<file path="src/hw/gpsf_defs.vh">
// Constants for the general purpose port block: register offsets,
// field positions and reset values.
// Assumes it is included by bare name from every design file that needs it.
`ifndef GPSF_DEFS_VH
`define GPSF_DEFS_VH

// Register byte offsets
`define GPSF_ADR_KEY_DATA 8'h00
`define GPSF_ADR_KEY_DIR 8'h04
`define GPSF_ADR_KEY_PU 8'h08
`define GPSF_ADR_TW_DATA 8'h0C
`define GPSF_ADR_TW_DIR 8'h10
`define GPSF_ADR_TW_PU 8'h14
`define GPSF_ADR_TW_ANA 8'h18
`define GPSF_ADR_TH_DATA 8'h1C
`define GPSF_ADR_FT_DATA 8'h20
`define GPSF_ADR_FT_DIR 8'h24
`define GPSF_ADR_FT_PU 8'h28
`define GPSF_ADR_FT_ANA 8'h2C
`define GPSF_ADR_CLK_CTL 8'h30

// Field positions
`define GPSF_TW_MIXED_BIT 0
`define GPSF_TW_OSC_IN_BIT 1
`define GPSF_TW_OSC_OUT_BIT 2
`define GPSF_TW_INP_A_BIT 3
`define GPSF_TW_INP_B_BIT 4
`define GPSF_FT_PLAIN_BIT 0
`define GPSF_FT_ANALOG_BIT 1
`define GPSF_CLK_EXT_BIT 0
`define GPSF_CLK_OSC_BIT 1
`define GPSF_CLK_LOCK_BIT 7

// Reset values
`define GPSF_RST_KEY_DIR 4'hF
`define GPSF_RST_KEY_PU 4'h0
`define GPSF_RST_KEY_LATCH 4'h0
`define GPSF_RST_TW_DIR 1'h1
`define GPSF_RST_TW_PU 1'h0
`define GPSF_RST_TW_ANA 1'h1
`define GPSF_RST_FT_DIR 2'h3
`define GPSF_RST_FT_PU 2'h0
`define GPSF_RST_FT_ANA 1'h1
`define GPSF_RST_CLK_CTL 2'h0

`endif

</file>
<file path="src/hw/gpsf_pin_cell.v">
// One bidirectional port pin: drives pad, pull-up and digital sample.
// Assumes pin input is synchronous to clk_i; pad logic resolves the wire.
`timescale 1ns/1ns
module gpsf_pin_cell (
	// Clock and reset
	input wire clk_i,
	input wire rst_i,
	// Control from registers
	input wire dir_i,
	input wire latch_i,
	input wire pullup_i,
	input wire analog_i,
	// Pad side
	input wire pin_i,
	output reg pin_o,
	output reg pin_oe_o,
	output reg pullup_en_o,
	// Digital sample of the pad
	output reg sample_o
);
	//////////////////////////////////////////////////////////////////
	// Registered pad controls; analog mode turns the digital path off
	always @(posedge clk_i) begin
		if (rst_i) begin
			pin_o <= 1'b0;
			pin_oe_o <= 1'b0;
			pullup_en_o <= 1'b0;
			sample_o <= 1'b0;
		end else begin
			// Output latch drives the pad only in output mode
			pin_o <= latch_i;
			pin_oe_o <= ~dir_i & ~analog_i;
			// Pull-up only for a digital input with its select set
			pullup_en_o <= dir_i & pullup_i & ~analog_i;
			// Digital input buffer is off while analog is chosen
			sample_o <= pin_i & ~analog_i;
		end
	end
endmodule

</file>
<file path="src/hw/gpsf_wb_slave.v">
// Classic Wishbone slave front end: ack timing and access strobes.
// Assumes a classic single-cycle master holding the request until ack.
`timescale 1ns/1ns
module gpsf_wb_slave (
	// Clock and reset
	input wire clk_i,
	input wire rst_i,
	// Bus request
	input wire cyc_i,
	input wire stb_i,
	input wire we_i,
	input wire [3:0] sel_i,
	// Bus answer
	output reg ack_o,
	// Strobes to the register file
	output wire wr_o,
	output wire rd_o
);
	// Request pending and not yet answered
	wire req;
	assign req = cyc_i & stb_i & ~ack_o;

	//////////////////////////////////////////////////////////////////
	// Ack one cycle after the request, dropped in the next cycle
	always @(posedge clk_i) begin
		if (rst_i) begin
			ack_o <= 1'b0;
		end else begin
			ack_o <= req;
		end
	end

	// Write lands at the edge where the master samples ack
	assign wr_o = cyc_i & stb_i & we_i & sel_i[0] & ack_o;
	// Read data is loaded together with ack
	assign rd_o = req & ~we_i;
endmodule

</file>
<file path="src/hw/gpsf_top.v">
// General purpose port groups seven, twelve, thirteen and fourteen,
// with a Wishbone register file for direction, pull-up and analog select.
// Assumes pins are synchronous to clk_i and pads resolve oe/out/pull-up.
`timescale 1ns/1ns
`include "gpsf_defs.vh"
module gpsf_top #(
	parameter KEY_W = 4,
	parameter FT_W = 2
) (
	// Clock and reset
	input wire clk_i,
	input wire rst_i,
	// Wishbone slave
	input wire cyc_i,
	input wire stb_i,
	input wire we_i,
	input wire [7:0] adr_i,
	input wire [3:0] sel_i,
	input wire [31:0] dat_i,
	output reg [31:0] dat_o,
	output wire ack_o,
	// Key group pins
	input wire [KEY_W-1:0] key_pin_i,
	output wire [KEY_W-1:0] key_pin_o,
	output wire [KEY_W-1:0] key_pin_oe_o,
	output wire [KEY_W-1:0] key_pullup_en_o,
	// Twelve group mixed pin
	input wire mixed_pin_twelve_group_i,
	output wire mixed_pin_twelve_group_o,
	output wire mixed_pin_twelve_group_oe_o,
	output wire mixed_pin_twelve_group_pullup_en_o,
	// Twelve group input-only pins
	input wire osc_input_pin_i,
	input wire osc_output_pin_i,
	input wire input_only_pin_a_i,
	input wire input_only_pin_b_i,
	// Thirteen group pin
	input wire irq_input_only_pin_i,
	// Fourteen group pins, bit 0 plain, bit 1 analog-capable
	input wire [FT_W-1:0] fourteen_pin_i,
	output wire [FT_W-1:0] fourteen_pin_o,
	output wire [FT_W-1:0] fourteen_pin_oe_o,
	output wire [FT_W-1:0] fourteen_pullup_en_o,
	// To on-chip peripherals
	output reg [KEY_W-1:0] key_return_input_o,
	output reg ext_irq_request_o,
	output reg analog_route_twelve_o,
	output reg analog_route_fourteen_o,
	output reg osc_pins_to_osc_o,
	output reg ext_clock_mode_o
);
	//////////////////////////////////////////////////////////////////
	// Register file state

	// Key group
	reg [KEY_W-1:0] key_latch; // Output latch
	reg [KEY_W-1:0] dir_sel_key_group; // 1 input, 0 output
	reg [KEY_W-1:0] pullup_sel_key_group; // Pull-up select
	// Twelve group mixed pin
	reg tw_latch; // Output latch
	reg dir_sel_twelve_group; // 1 input, 0 output
	reg pullup_sel_twelve_group; // Pull-up select
	reg analog_sel_twelve_group; // 1 analog, 0 digital
	// Fourteen group
	reg [FT_W-1:0] ft_latch; // Output latch
	reg [FT_W-1:0] dir_sel_fourteen_group; // 1 input, 0 output
	reg [FT_W-1:0] pullup_sel_fourteen_group; // Pull-up select
	reg analog_sel_fourteen_group; // Analog select of bit 1
	// Clock operation mode control
	reg ext_clock_select_bit; // External clock on oscillator input
	reg osc_pin_select_bit; // Pins assigned to the oscillator
	reg clk_ctl_locked; // Set by the first clock control write after reset

	//////////////////////////////////////////////////////////////////
	// Sampled input-only pins

	reg osc_in_sample; // Oscillator input pin level
	reg osc_out_sample; // Oscillator output pin level
	reg inp_a_sample; // Input-only pin a level
	reg inp_b_sample; // Input-only pin b level
	reg irq_sample; // Thirteen group pin level

	//////////////////////////////////////////////////////////////////
	// Internal wires

	wire bus_wr; // Write strobe, at the acked edge
	wire bus_rd; // Read strobe, one cycle before ack
	wire [7:0] reg_adr; // Word-aligned byte address
	wire [KEY_W-1:0] key_sample; // Key pin digital samples
	wire tw_sample; // Mixed pin digital sample
	wire [FT_W-1:0] ft_sample; // Fourteen pin digital samples
	wire [FT_W-1:0] ft_analog; // Analog select per fourteen pin
	wire osc_in_digital; // Oscillator input usable as port
	wire osc_out_digital; // Oscillator output usable as port
	reg [31:0] next_dat; // Read data for the addressed register

	assign reg_adr = {adr_i[7:2], 2'b00};

	//////////////////////////////////////////////////////////////////
	// Read value: pin level for inputs, latch for outputs
	function [3:0] port_read;
		input [3:0] dir;
		input [3:0] latch;
		input [3:0] sample;
		begin
			port_read = (dir & sample) | (~dir & latch);
		end
	endfunction

	//////////////////////////////////////////////////////////////////
	// Bus front end

	gpsf_wb_slave u_wb (
		.clk_i(clk_i),
		.rst_i(rst_i),
		.cyc_i(cyc_i),
		.stb_i(stb_i),
		.we_i(we_i),
		.sel_i(sel_i),
		.ack_o(ack_o),
		.wr_o(bus_wr),
		.rd_o(bus_rd)
	);

	//////////////////////////////////////////////////////////////////
	// Pin cells

	genvar gi;
	// Key group cells, never analog
	generate
		for (gi = 0; gi < KEY_W; gi = gi + 1) begin : g_key
			gpsf_pin_cell u_cell (
				.clk_i(clk_i),
				.rst_i(rst_i),
				.dir_i(dir_sel_key_group[gi]),
				.latch_i(key_latch[gi]),
				.pullup_i(pullup_sel_key_group[gi]),
				.analog_i(1'b0),
				.pin_i(key_pin_i[gi]),
				.pin_o(key_pin_o[gi]),
				.pin_oe_o(key_pin_oe_o[gi]),
				.pullup_en_o(key_pullup_en_o[gi]),
				.sample_o(key_sample[gi])
			);
		end
	endgenerate

	// Mixed pin of the twelve group
	gpsf_pin_cell u_tw (
		.clk_i(clk_i),
		.rst_i(rst_i),
		.dir_i(dir_sel_twelve_group),
		.latch_i(tw_latch),
		.pullup_i(pullup_sel_twelve_group),
		.analog_i(analog_sel_twelve_group),
		.pin_i(mixed_pin_twelve_group_i),
		.pin_o(mixed_pin_twelve_group_o),
		.pin_oe_o(mixed_pin_twelve_group_oe_o),
		.pullup_en_o(mixed_pin_twelve_group_pullup_en_o),
		.sample_o(tw_sample)
	);

	// Only bit 1 of the fourteen group has an analog path
	assign ft_analog = {analog_sel_fourteen_group, 1'b0};

	// Fourteen group cells
	generate
		for (gi = 0; gi < FT_W; gi = gi + 1) begin : g_ft
			gpsf_pin_cell u_cell (
				.clk_i(clk_i),
				.rst_i(rst_i),
				.dir_i(dir_sel_fourteen_group[gi]),
				.latch_i(ft_latch[gi]),
				.pullup_i(pullup_sel_fourteen_group[gi]),
				.analog_i(ft_analog[gi]),
				.pin_i(fourteen_pin_i[gi]),
				.pin_o(fourteen_pin_o[gi]),
				.pin_oe_o(fourteen_pin_oe_o[gi]),
				.pullup_en_o(fourteen_pullup_en_o[gi]),
				.sample_o(ft_sample[gi])
			);
		end
	endgenerate

	//////////////////////////////////////////////////////////////////
	// Oscillator pin availability as digital port

	// Input pin is a port unless it is resonator-connected
	assign osc_in_digital = ~osc_pin_select_bit | ext_clock_select_bit;
	// Output pin is a port only while not given to the oscillator
	assign osc_out_digital = ~osc_pin_select_bit;

	//////////////////////////////////////////////////////////////////
	// Control registers, written at the acked edge
	always @(posedge clk_i) begin
		if (rst_i) begin
			key_latch <= `GPSF_RST_KEY_LATCH;
			dir_sel_key_group <= `GPSF_RST_KEY_DIR;
			pullup_sel_key_group <= `GPSF_RST_KEY_PU;
			tw_latch <= 1'b0;
			dir_sel_twelve_group <= `GPSF_RST_TW_DIR;
			pullup_sel_twelve_group <= `GPSF_RST_TW_PU;
			analog_sel_twelve_group <= `GPSF_RST_TW_ANA;
			ft_latch <= {FT_W{1'b0}};
			dir_sel_fourteen_group <= `GPSF_RST_FT_DIR;
			pullup_sel_fourteen_group <= `GPSF_RST_FT_PU;
			analog_sel_fourteen_group <= `GPSF_RST_FT_ANA;
			{osc_pin_select_bit, ext_clock_select_bit} <= `GPSF_RST_CLK_CTL;
			clk_ctl_locked <= 1'b0;
		end else if (bus_wr) begin
			case (reg_adr)
				// Data writes touch only the output latch
				`GPSF_ADR_KEY_DATA: begin
					key_latch <= dat_i[KEY_W-1:0];
				end
				`GPSF_ADR_KEY_DIR: begin
					dir_sel_key_group <= dat_i[KEY_W-1:0];
				end
				`GPSF_ADR_KEY_PU: begin
					pullup_sel_key_group <= dat_i[KEY_W-1:0];
				end
				// Only the mixed pin has a latch; input-only bits ignored
				`GPSF_ADR_TW_DATA: begin
					tw_latch <= dat_i[`GPSF_TW_MIXED_BIT];
				end
				`GPSF_ADR_TW_DIR: begin
					dir_sel_twelve_group <= dat_i[`GPSF_TW_MIXED_BIT];
				end
				`GPSF_ADR_TW_PU: begin
					pullup_sel_twelve_group <= dat_i[`GPSF_TW_MIXED_BIT];
				end
				`GPSF_ADR_TW_ANA: begin
					analog_sel_twelve_group <= dat_i[`GPSF_TW_MIXED_BIT];
				end
				`GPSF_ADR_FT_DATA: begin
					ft_latch <= dat_i[FT_W-1:0];
				end
				`GPSF_ADR_FT_DIR: begin
					dir_sel_fourteen_group <= dat_i[FT_W-1:0];
				end
				`GPSF_ADR_FT_PU: begin
					pullup_sel_fourteen_group <= dat_i[FT_W-1:0];
				end
				`GPSF_ADR_FT_ANA: begin
					analog_sel_fourteen_group <= dat_i[`GPSF_FT_ANALOG_BIT];
				end
				// First write after reset wins; later writes are dropped
				`GPSF_ADR_CLK_CTL: begin
					if (!clk_ctl_locked) begin
						ext_clock_select_bit <= dat_i[`GPSF_CLK_EXT_BIT];
						osc_pin_select_bit <= dat_i[`GPSF_CLK_OSC_BIT];
						clk_ctl_locked <= 1'b1;
					end
				end
				// Unmapped and read-only offsets: write ignored
				default: begin
					clk_ctl_locked <= clk_ctl_locked;
				end
			endcase
		end
	end

	//////////////////////////////////////////////////////////////////
	// Input-only pin samples, no latch, direction or pull-up
	always @(posedge clk_i) begin
		if (rst_i) begin
			osc_in_sample <= 1'b0;
			osc_out_sample <= 1'b0;
			inp_a_sample <= 1'b0;
			inp_b_sample <= 1'b0;
			irq_sample <= 1'b0;
		end else begin
			// Oscillator pins read low while owned by the oscillator, except the input pin in external clock mode
			osc_in_sample <= osc_input_pin_i & osc_in_digital;
			osc_out_sample <= osc_output_pin_i & osc_out_digital;
			inp_a_sample <= input_only_pin_a_i;
			inp_b_sample <= input_only_pin_b_i;
			irq_sample <= irq_input_only_pin_i;
		end
	end

	//////////////////////////////////////////////////////////////////
	// Peripheral feeds from the pins and mode bits
	always @(posedge clk_i) begin
		if (rst_i) begin
			key_return_input_o <= {KEY_W{1'b0}};
			ext_irq_request_o <= 1'b0;
			analog_route_twelve_o <= `GPSF_RST_TW_ANA;
			analog_route_fourteen_o <= `GPSF_RST_FT_ANA;
			osc_pins_to_osc_o <= 1'b0;
			ext_clock_mode_o <= 1'b0;
		end else begin
			// Key interrupt sees the pad level in any direction
			key_return_input_o <= key_pin_i;
			// External interrupt input from the thirteen group pin
			ext_irq_request_o <= irq_input_only_pin_i;
			// Analog paths to converter and comparator
			analog_route_twelve_o <= analog_sel_twelve_group;
			analog_route_fourteen_o <= analog_sel_fourteen_group;
			// Oscillator ownership of the two pins
			osc_pins_to_osc_o <= osc_pin_select_bit;
			ext_clock_mode_o <= ext_clock_select_bit;
		end
	end

	//////////////////////////////////////////////////////////////////
	// Read multiplexer
	always @* begin
		next_dat = 32'h0000_0000;
		case (reg_adr)
			`GPSF_ADR_KEY_DATA: begin
				next_dat[3:0] = port_read(dir_sel_key_group, key_latch, key_sample);
			end
			`GPSF_ADR_KEY_DIR: begin
				next_dat[KEY_W-1:0] = dir_sel_key_group;
			end
			`GPSF_ADR_KEY_PU: begin
				next_dat[KEY_W-1:0] = pullup_sel_key_group;
			end
			// Mixed pin plus the four input-only levels
			`GPSF_ADR_TW_DATA: begin
				next_dat[`GPSF_TW_MIXED_BIT] =
					port_read({3'h0, dir_sel_twelve_group}, {3'h0, tw_latch}, {3'h0, tw_sample}) != 4'h0;
				next_dat[`GPSF_TW_OSC_IN_BIT] = osc_in_sample;
				next_dat[`GPSF_TW_OSC_OUT_BIT] = osc_out_sample;
				next_dat[`GPSF_TW_INP_A_BIT] = inp_a_sample;
				next_dat[`GPSF_TW_INP_B_BIT] = inp_b_sample;
			end
			`GPSF_ADR_TW_DIR: begin
				next_dat[`GPSF_TW_MIXED_BIT] = dir_sel_twelve_group;
			end
			`GPSF_ADR_TW_PU: begin
				next_dat[`GPSF_TW_MIXED_BIT] = pullup_sel_twelve_group;
			end
			`GPSF_ADR_TW_ANA: begin
				next_dat[`GPSF_TW_MIXED_BIT] = analog_sel_twelve_group;
			end
			// Fixed input pin, always its level
			`GPSF_ADR_TH_DATA: begin
				next_dat[0] = irq_sample;
			end
			`GPSF_ADR_FT_DATA: begin
				next_dat[3:0] = port_read({2'h0, dir_sel_fourteen_group}, {2'h0, ft_latch},
					{2'h0, ft_sample});
			end
			`GPSF_ADR_FT_DIR: begin
				next_dat[FT_W-1:0] = dir_sel_fourteen_group;
			end
			`GPSF_ADR_FT_PU: begin
				next_dat[FT_W-1:0] = pullup_sel_fourteen_group;
			end
			`GPSF_ADR_FT_ANA: begin
				next_dat[`GPSF_FT_ANALOG_BIT] = analog_sel_fourteen_group;
			end
			// Clock selects with the lock flag
			`GPSF_ADR_CLK_CTL: begin
				next_dat[`GPSF_CLK_EXT_BIT] = ext_clock_select_bit;
				next_dat[`GPSF_CLK_OSC_BIT] = osc_pin_select_bit;
				next_dat[`GPSF_CLK_LOCK_BIT] = clk_ctl_locked;
			end
			// Unmapped offsets read as zero
			default: begin
				next_dat = 32'h0000_0000;
			end
		endcase
	end

	//////////////////////////////////////////////////////////////////
	// Read data register, loaded together with ack
	always @(posedge clk_i) begin
		if (rst_i) begin
			dat_o <= 32'h0000_0000;
		end else if (bus_rd) begin
			dat_o <= next_dat;
		end
	end
endmodule

</file>
<file path="config.mk">
export PLATFORM = sky130hd
export DESIGN_NAME = gpsf_top
export DESIGN_NICKNAME = d
export VERILOG_FILES = /design/src/hw/gpsf_pin_cell.v /design/src/hw/gpsf_wb_slave.v /design/src/hw/gpsf_top.v
export VERILOG_INCLUDE_DIRS = /design/src /design/src/hw
export SDC_FILE = /design/constraint.sdc
export NUM_CORES = 1
export LEC_CHECK = 0
export BUFFER_PORTS_ARGS = -buffer_cell sky130_fd_sc_hd__buf_2
export CORE_UTILIZATION = 43
export CTS_CLUSTER_DIAMETER = 200
export DETAILED_ROUTE_END_ITERATION = 6
export PLACE_DENSITY = 0.74
export SETUP_SLACK_MARGIN = 0.4
export SYNTH_ARGS = -nofsm -noshare
export SYNTH_HDL_FRONTEND = slang
export SYNTH_HIERARCHICAL = 1
export SYNTH_SLANG_ARGS = --single-unit
</file>
<file path="constraint.sdc">
create_clock -name clk_i -period 1.6 [get_ports clk_i]
set_input_delay 0.08 -clock clk_i [delete_from_list [all_inputs] [get_ports clk_i]]
set_output_delay 0.08 -clock clk_i [all_outputs]
set_load 0.03 [all_outputs]
</file>
# Word level (Yosys, flattened, before mapping)
# Cells that the tools add are included.
totals:
  reg_bits: 74
  output_inout_bits: 63
op_classes:
  n_eq_ne: 12
  muxes: 5
  n_bitwise: 47
  n_reduce_logical: 15
op_table:
  columns: ["operator", "n"]
  rows:
  - ["$eq A6 B4 Y1 const B", 5]
  - ["$eq A6 B3 Y1 const B", 4]
  - ["$reduce_and A2 Y1", 12]
  - ["$and A1 B1 Y1", 22]
  - ["$not A1 Y1", 13]
  - ["$eq A6 B2 Y1 const B", 2]
  - ["$pmux W1 S12", 1]
  - ["$pmux W2 S5", 1]
  - ["$pmux W1 S9", 1]
  - ["$and A4 B4 Y4", 2]
  - ["$logic_not A8 Y1", 1]
  - ["$eq A6 B1 Y1 const B", 1]
  - ["$and A4 B1 Y4", 1]
  - ["$and A4 B2 Y4", 1]
  - ["$not A1 Y4", 1]
  - ["$not A2 Y4", 1]
  - ["$not A4 Y4", 1]
  - ["$or A1 B4 Y4", 1]
  - ["$or A2 B4 Y4", 1]
  - ["$or A4 B4 Y4", 1]
  - ["$reduce_bool A4 Y1", 1]
  - ["$reduce_and A3 Y1", 1]
  - ["$and A2 B2 Y2", 1]
  - ["$mux W1", 2]
  - ["$or A1 B1 Y1", 1]

# Logic depth before layout (Yosys ltp)
# Gate-level depths: netlist of the first run.
depth:
  ltp_word: 5
  ltp_mapped: 7
  depth_no_buf: 6

# Modules after synthesis
# The synthesis of the first run kept the hierarchy.
by_module_without_submodules:
  columns: ["module", "instances", "cells_per_inst", "area_each_um2", "seq_area_each_um2"]
  rows:
  - ["gpsf_top", 1, 242, 2203.4, 900.9]
  - ["gpsf_pin_cell", 7, 8, 113.9, 80.1]
  - ["gpsf_wb_slave", 1, 6, 42.5, 20.0]

# Least setup slack after synthesis of the first run
# OpenSTA, ideal clock, no wires.
synth_path:
  path_type: "reg-to-reg"
  from: "register u_wb.ack_o"
  to: "register ft_latch[1]"
  t_arrival_ns: 1.624
  setup_slack_ns: -0.151
  stages_incl_launch_ff: 8
  path_buffers: 1
  synth_period_minus_slack_ns: 1.751
  cell_sequence: "dfxtp_1 nand3_1 nor2_1 clkbuf_1 and3b_1 nor2b_1 mux2i_1 nor2_1"
synth_between:
  elab_chain_cells: 2
synth_lines:
  columns: ["element", "line_no", "source"]
  rows:
  - ["from (decl)", "gpsf_wb_slave.v:14", "output reg ack_o,"]
  - ["from (signal assigned)", "gpsf_wb_slave.v:29", "ack_o <= req;"]
  - ["$and A1 B1 Y1", "gpsf_wb_slave.v:34", "assign wr_o = cyc_i & stb_i & we_i & sel_i[0] & ack_o;"]
  - ["net bus_wr", "gpsf_top.v:86", "wire bus_wr;"]
  - ["$reduce_and A2 Y1 (no line)", null, null]
  - ["to (signal assigned)", "gpsf_top.v:204", "ft_latch <= {FT_W{1'b0}};"]
  - ["to (signal assigned)", "gpsf_top.v:236", "ft_latch <= dat_i[FT_W-1:0];"]
  - ["to (decl)", "gpsf_top.v:65", "reg [FT_W-1:0] ft_latch;"]
# The timed path passes the listed nets, and every way through them passes these cells.
# A chain may end at the register's enable or synchronous reset.

# Worst setup path after layout of the first run
layout_path:
  from: "register dir_sel_fourteen_group[0]"
  to: "register dat_o[0]"
layout_between:
  elab_chain_cells: 4
  elab_cells_between_ends: 5
  cone_classes: "mux (1); bitwise (4)"
layout_lines:
  columns: ["element", "line_no", "source"]
  rows:
  - ["from (decl)", "gpsf_top.v:66", "reg [FT_W-1:0] dir_sel_fourteen_group;"]
  - ["from (signal assigned)", "gpsf_top.v:205", "dir_sel_fourteen_group <= `GPSF_RST_FT_DIR;"]
  - ["from (signal assigned)", "gpsf_top.v:239", "dir_sel_fourteen_group <= dat_i[FT_W-1:0];"]
  - ["$not A2 Y4", "gpsf_top.v:106", "port_read = (dir & sample) | (~dir & latch);"]
  - ["$and A4 B2 Y4", "gpsf_top.v:106", null]
  - ["$or A2 B4 Y4", "gpsf_top.v:106", null]
  - ["$pmux W1 S12 *", "gpsf_top.v:310", "case (reg_adr)"]
  - ["to (signal assigned)", "gpsf_top.v:374", "dat_o <= next_dat;"]
  - ["to (decl)", "gpsf_top.v:20", "output reg [31:0] dat_o,"]
# Mark *: on every way between the ends. The rest lies on a longest branch, timed or not.

==> results.yml, run 1 <==
finish:
  nets: 476
  regArea_um2: 1500
  layout_commonest_cell: "dfxtp_1"
  antennaDiodeCount: 0
  multi_input_area_um2: 1560
  drive_gt1_frac: 0.367
  syn_to_final_growth_pct: 34.2
  n_fill_cell: 575
  layout_common_cells: "dfxtp_1, buf_2, conb_1, nor2_1, mux2i_1"
worst_setup_path:
  reg2reg_depth: 4
  crit_chain: "or4bb_1, a21oi_2, a2111oi_1, a311oi_2"
  required_ns: 1.85
  cp_max_fo: 2
  reg2reg_from: "dir_sel_fourteen_group[0]"
  slowest_stage: "or4bb_1"
  critPathArrivalTime_ns: 1.73
  path_class: "register to register"
  critical-path-top-delay-family: "compound AO/OA/AOI/OAI gates"
  ff2ff_setup_slack_ns: 0.12
  path_buf_inv: 0
  start_kind: "register"
  r2r_end: "dat_o[0]"
  slowest_delay_ns: 0.50
  cp-end-kind: "register"
floorplan:
  rows: 30
  initial_utilization: 0.445
  die_h_um: 86.1
  dieArea_um2: 7420
  coreArea_um2: 6830
  die-width_um: 86.1
  num_io_pins: 124
drt:
  routed_via_density: 4.72
  drc_errors: 0
  drt_iter0_drc: 144
  routedWlPerCell_um: 12.8
  num_vias: 2438
  ant_nets: 0
  dr.pass1.iters: 4
  finalWirelength_mm: 6.59
cts:
  insertion_delay_ns: 0.35
  cts_buffer_depth: 2
  cts_root_buffer: "clkbuf_8"
  cts_tree: "done"
  htreeDepth: 3
  cts_buffers: 9
  cts_sinks: 74
  clkTransAtPathRegs_ns: 0.07
sta:
  tns_ns: 0
  slew_violations: 0
  rsz0062_at_grt: "true"
  hold_viol_final: 0
  maxSlewHeadroom: 0.607
  worst_slack_ns: 0.122
  final.period_utilization: 0.924
  report.final.setup_viol: 0
  fmax_ghz: 0.677
  finClkSkew_ns: 0.00757
  tightestPinTransition_ns: 0.585
  fin_crit_ns: 1.48
  holdWs_ns: 0.0699
synth:
  ys_warn_count: 6
  synthCells: 304
  synth_edf_count: 0
  async_flop_share: 0
  synth_seq_cells: 74
  synth_compound_gate_area_share: 0.0740
  synth_xor_area_frac: 0
  synth_largest_area_cell: "dfxtp_1"
  synth_fa_ha_area_frac: 0
  syn_area_um2: 3040
  synth_cell_types: 43
  synth_flop_cell: "dfxtp_1"
  avgSynthCellArea_um2: 10.0
  synth-simple-area-share: 0.257
  yosys-mux-area-fraction: 0.0847
  yosys.area.top_type_share: 0.487
  ys_seq_area_frac: 0.487
  synth_top_family_by_area: "simple AND/OR/NAND/NOR gates"
  synth.area.top_cells: "dfxtp_1, buf_4, mux2i_1, nor2_1, and4bb_2"
placed_design:
  post-dp-hpwl_mm: 4.30
  pre_cts_slack_ns: 0.0773
  gp_congestion: 0.797
  port_buffers: 64
grt:
  grt_overflow_total: 0
  antenna_found_initial: 0
  track_usage: 0.188
  grt_max_degree: 55
  first_global_vias: 2215
  grt_pass1_wl_mm: 10.5
power_and_ir_drop:
  p_leak_nw: 1.79
  p_per_area_nw_per_um2: 888
  peakVddDrop_uv: 493
min_path:
  holdPathEnd: "u_wb/ack_o"
  hp-start: "cyc_i"
  holdPathStages: 3
  hold_class: "input pin to register"
flow_run:
  maxCapViolCount: 0
status:
  status: "finished, final reports clean"
-- power breakdown --
part           internal [mW]  switching, mW
sequential              1.85        0.00788
combinational          0.125          0.238
clock                  0.723          0.679
-- per-layer routing --
metal,vias up,track usage,routed length (µm)
met5,-,0,0
met4,0,0.109,129
met3,12,0.0395,353
met2,87,0.295,3240
met1,1125,0.240,2870
li1,1214,-,-
-- state kept, by name, summed over array words and instances, names as in the netlist, 4 cells and up --
| register | flops |
|---|---|
| g_key.u_cell/pin_oe_o | 4 |
| g_key.u_cell/pullup_en_o | 4 |
| key_latch | 4 |
| dat_o | 6 |
| g_key.u_cell/sample_o | 4 |
| pullup_sel_key_group | 4 |
| dir_sel_key_group | 4 |
| key_return_input_o | 4 |
| g_key.u_cell/pin_o | 4 |
-- stage by stage --
step	std cells	instance area [µm²]	power, mW	util
2_1_floorplan	344	3250	2.17	-
3_3_place_gp	476	3530	2.22	0.516
3_5_place_dp	476	3530	2.22	0.516
4_1_cts	514	3980	3.65	0.583
5_1_grt	516	4080	3.78	0.598
6_report	516	4080	3.63	0.598
-- worst max path at each step --
stage	startpoint	to	slack (ns)	depth (start not counted)
after floorplan	u_wb/ack_o	ft_latch[1]	0.17	7
after global placement	adr_i[2]	ext_clock_select_bit	0.12	5
after detailed placement	adr_i[2]	ext_clock_select_bit	0.08	5
after CTS	dir_sel_fourteen_group[0]	dat_o[0]	0.18	4
after global routing	dir_sel_fourteen_group[0]	dat_o[0]	0.07	4
final	dir_sel_fourteen_group[0]	dat_o[0]	0.12	4
-- kinds of logic (layout without fill, tap and decap cells) --
| group | Yosys count | in the layout |
|---|---|---|
| DFF | 74 | 74 |
| other | 1 | 41 |
| buffers and inverters | 50 | 126 |
| AOI/OAI and AO/OA | 31 | 31 |
| muxes | 23 | 23 |
| and+or+nand+nor | 125 | 125 |
-- worst min-delay path, delay by kind of cell --
| kind | cells | cell delay, ns |
|---|---|---|
| and+or+nand+nor | 2 | 0.21 |
| buffers and inverters | 1 | 0.09 |
-- what timing repair did --
action	in CTS	in global routing
endpoints found under the setup margin	29	30
buffers inserted	8	2
hold endpoints to repair	18	0
hold buffers	14	0
gates resized for setup	20	23
pin swaps	12	11
-- cells in the mapped netlist, types with 8 or more instances --
library cell	n
nor2b_1	13
buf_4	26
nor2_1	28
nand3_1	17
nor3b_1	9
mux2i_1	19
dfxtp_1	74
nor3_1	11
inv_1	10
a21oi_1	8
-- layout make-up --
cell class                      count  area share
Multi-Input combinational cell    220       0.381
Sequential cell                    74       0.367
Inverter                           10     0.00919
Tap cell                           96      0.0294
Clock inverter                      6      0.0162
Timing Repair Buffer              100       0.165
Clock buffer                       10      0.0313
(Power assumes the default switching activity.)
==> run 2, diff against run 1 <==
Settings changed: CORE_UTILIZATION 43 to 45, CTS_BUF_LIST from default to sky130_fd_sc_hd__clkbuf_8, MAX_ROUTING_LAYER from default to met4, PLACE_DENSITY 0.74 to 0.77.
==> results.yml, run 2 (synthesis results as in run 1) <==
grt:
  first_global_vias: 2230
  grt_overflow_total: 0
  track_usage: 0.200
  grt_max_degree: 75
  grt_pass1_wl_mm: 10.7
  antenna_found_initial: 0
sta:
  finClkSkew_ns: 0.00620
  report.final.setup_viol: 0
  fin_crit_ns: 1.40
  hold_viol_final: 0
  slew_violations: 0
  fmax_ghz: 0.712
  rsz0062_at_grt: "true"
  final.period_utilization: 0.877
  worst_slack_ns: 0.196
  tns_ns: 0
  holdWs_ns: 0.0190
drt:
  drc_errors: 10
  dr.pass1.iters: 6
  ant_nets: 0
  num_vias: 2430
  routedWlPerCell_um: 13.6
  routed_via_density: 4.94
  drt_iter0_drc: 144
  finalWirelength_mm: 6.67
placed_design:
  gp_congestion: 0.803
  pre_cts_slack_ns: 0.0369
  port_buffers: 64
  post-dp-hpwl_mm: 4.21
flow_run:
  maxCapViolCount: 0
worst_setup_path:
  start_kind: "register"
  ff2ff_setup_slack_ns: 0.20
  reg2reg_from: "u_wb/ack_o"
  critPathArrivalTime_ns: 1.63
  path_class: "register to register"
  r2r_end: "ft_latch[1]"
  cp_max_fo: 6
  cp-end-kind: "register"
  required_ns: 1.83
  reg2reg_depth: 7
power_and_ir_drop:
  p_leak_nw: 1.79
  power_mw: 3.90
  p_per_area_nw_per_um2: 964
  peakVddDrop_uv: 514
cts:
  cts_sinks: 74
  htreeDepth: 3
  cts_tree: "done"
  cts_buffers: 9
  cts_buffer_depth: 2
  clkTransAtPathRegs_ns: 0.08
  cts_root_buffer: "clkbuf_8"
  insertion_delay_ns: 0.35
min_path:
  hp-start: "dat_i[3]"
  hold_class: "input pin to register"
  holdPathStages: 3
  holdPathEnd: "pullup_sel_key_group[3]"
floorplan:
  dieArea_um2: 7090
  die_h_um: 84.2
  initial_utilization: 0.474
  rows: 29
  die-width_um: 84.2
  num_io_pins: 124
  coreArea_um2: 6420
finish:
  top_register: "dat_o"
  nets: 471
  drive_gt1_frac: 0.349
  regArea_um2: 1500
  layout_commonest_cell: "dfxtp_1"
  syn_to_final_growth_pct: 32.8
  largest_reg_flops: 6
  antennaDiodeCount: 0
  multi_input_area_um2: 1530
  n_fill_cell: 505
  layout_common_cells: "dfxtp_1, buf_2, conb_1, nor2_1, mux2i_1"
status:
  status: "finished with violations"
  violations: "DRC"
run 2: repair_timing:
item | 4_1_cts | 5_1_grt
hold buffers | 14 | 0
setup buffers | 7 | 3
pin swaps | 9 | 8
endpoints found under the setup margin | 28 | 31
endpoints found under the hold margin | 19 | 0
resized for setup | 12 | 15
run 2: layout make-up:
type,instances,area share
timing repair buffer,95,0.159
clock inverter,5,0.0211
multi-input combinational,220,0.379
sequential,74,0.371
clock buffer,11,0.0375
tap,77,0.0238
inverter,10,0.00929
run 2: where the power goes:
part	internal (mW)	switching [mW]	total, mW	leakage [nW]
logic	0.128	0.235	0.364	1.07
clock network	0.971	0.698	1.67	0.116
registers	1.86	0.00701	1.86	0.600
total	2.95	0.940	3.90	1.79
run 2: through the flow:
| step | cells | util | instance area (µm²) |
|---|---|---|---|
| after global routing | 492 | 0.629 | 4040 |
| after detailed placement | 452 | 0.541 | 3480 |
| final | 492 | 0.629 | 4040 |
| after global placement | 452 | 0.541 | 3480 |
| after floorplan | 344 | - | 3250 |
| after CTS | 489 | 0.613 | 3940 |
run 2: worst max path at each step:
stage / start / end / cells past startpoint
after floorplan: u_wb/ack_o / ft_latch[1] / 7
after global placement: adr_i[2] / osc_pin_select_bit / 5
after detailed placement: adr_i[2] / ext_clock_select_bit / 5
after CTS: analog_sel_twelve_group / dat_o[0] / 4
after global routing: u_wb/ack_o / ft_latch[1] / 7
final: u_wb/ack_o / ft_latch[1] / 7
run 2: layer usage:
metal,wire length [µm],vias to the layer above,global-route usage
met5,0,-,-
met4,119,0,0.0940
met3,417,12,0.0511
met2,3270,89,0.310
met1,2870,1126,0.244
li1,-,1203,-
run 2: worst max-delay path: stages (launching register included):
cell and delay, ns:
dfxtp_4 0.36, nand3_4 0.07, nor2_4 0.09, buf_6 0.13, and3b_2 0.22, nor2b_4 0.18, mux2i_1 0.19, nor2_1 0.05
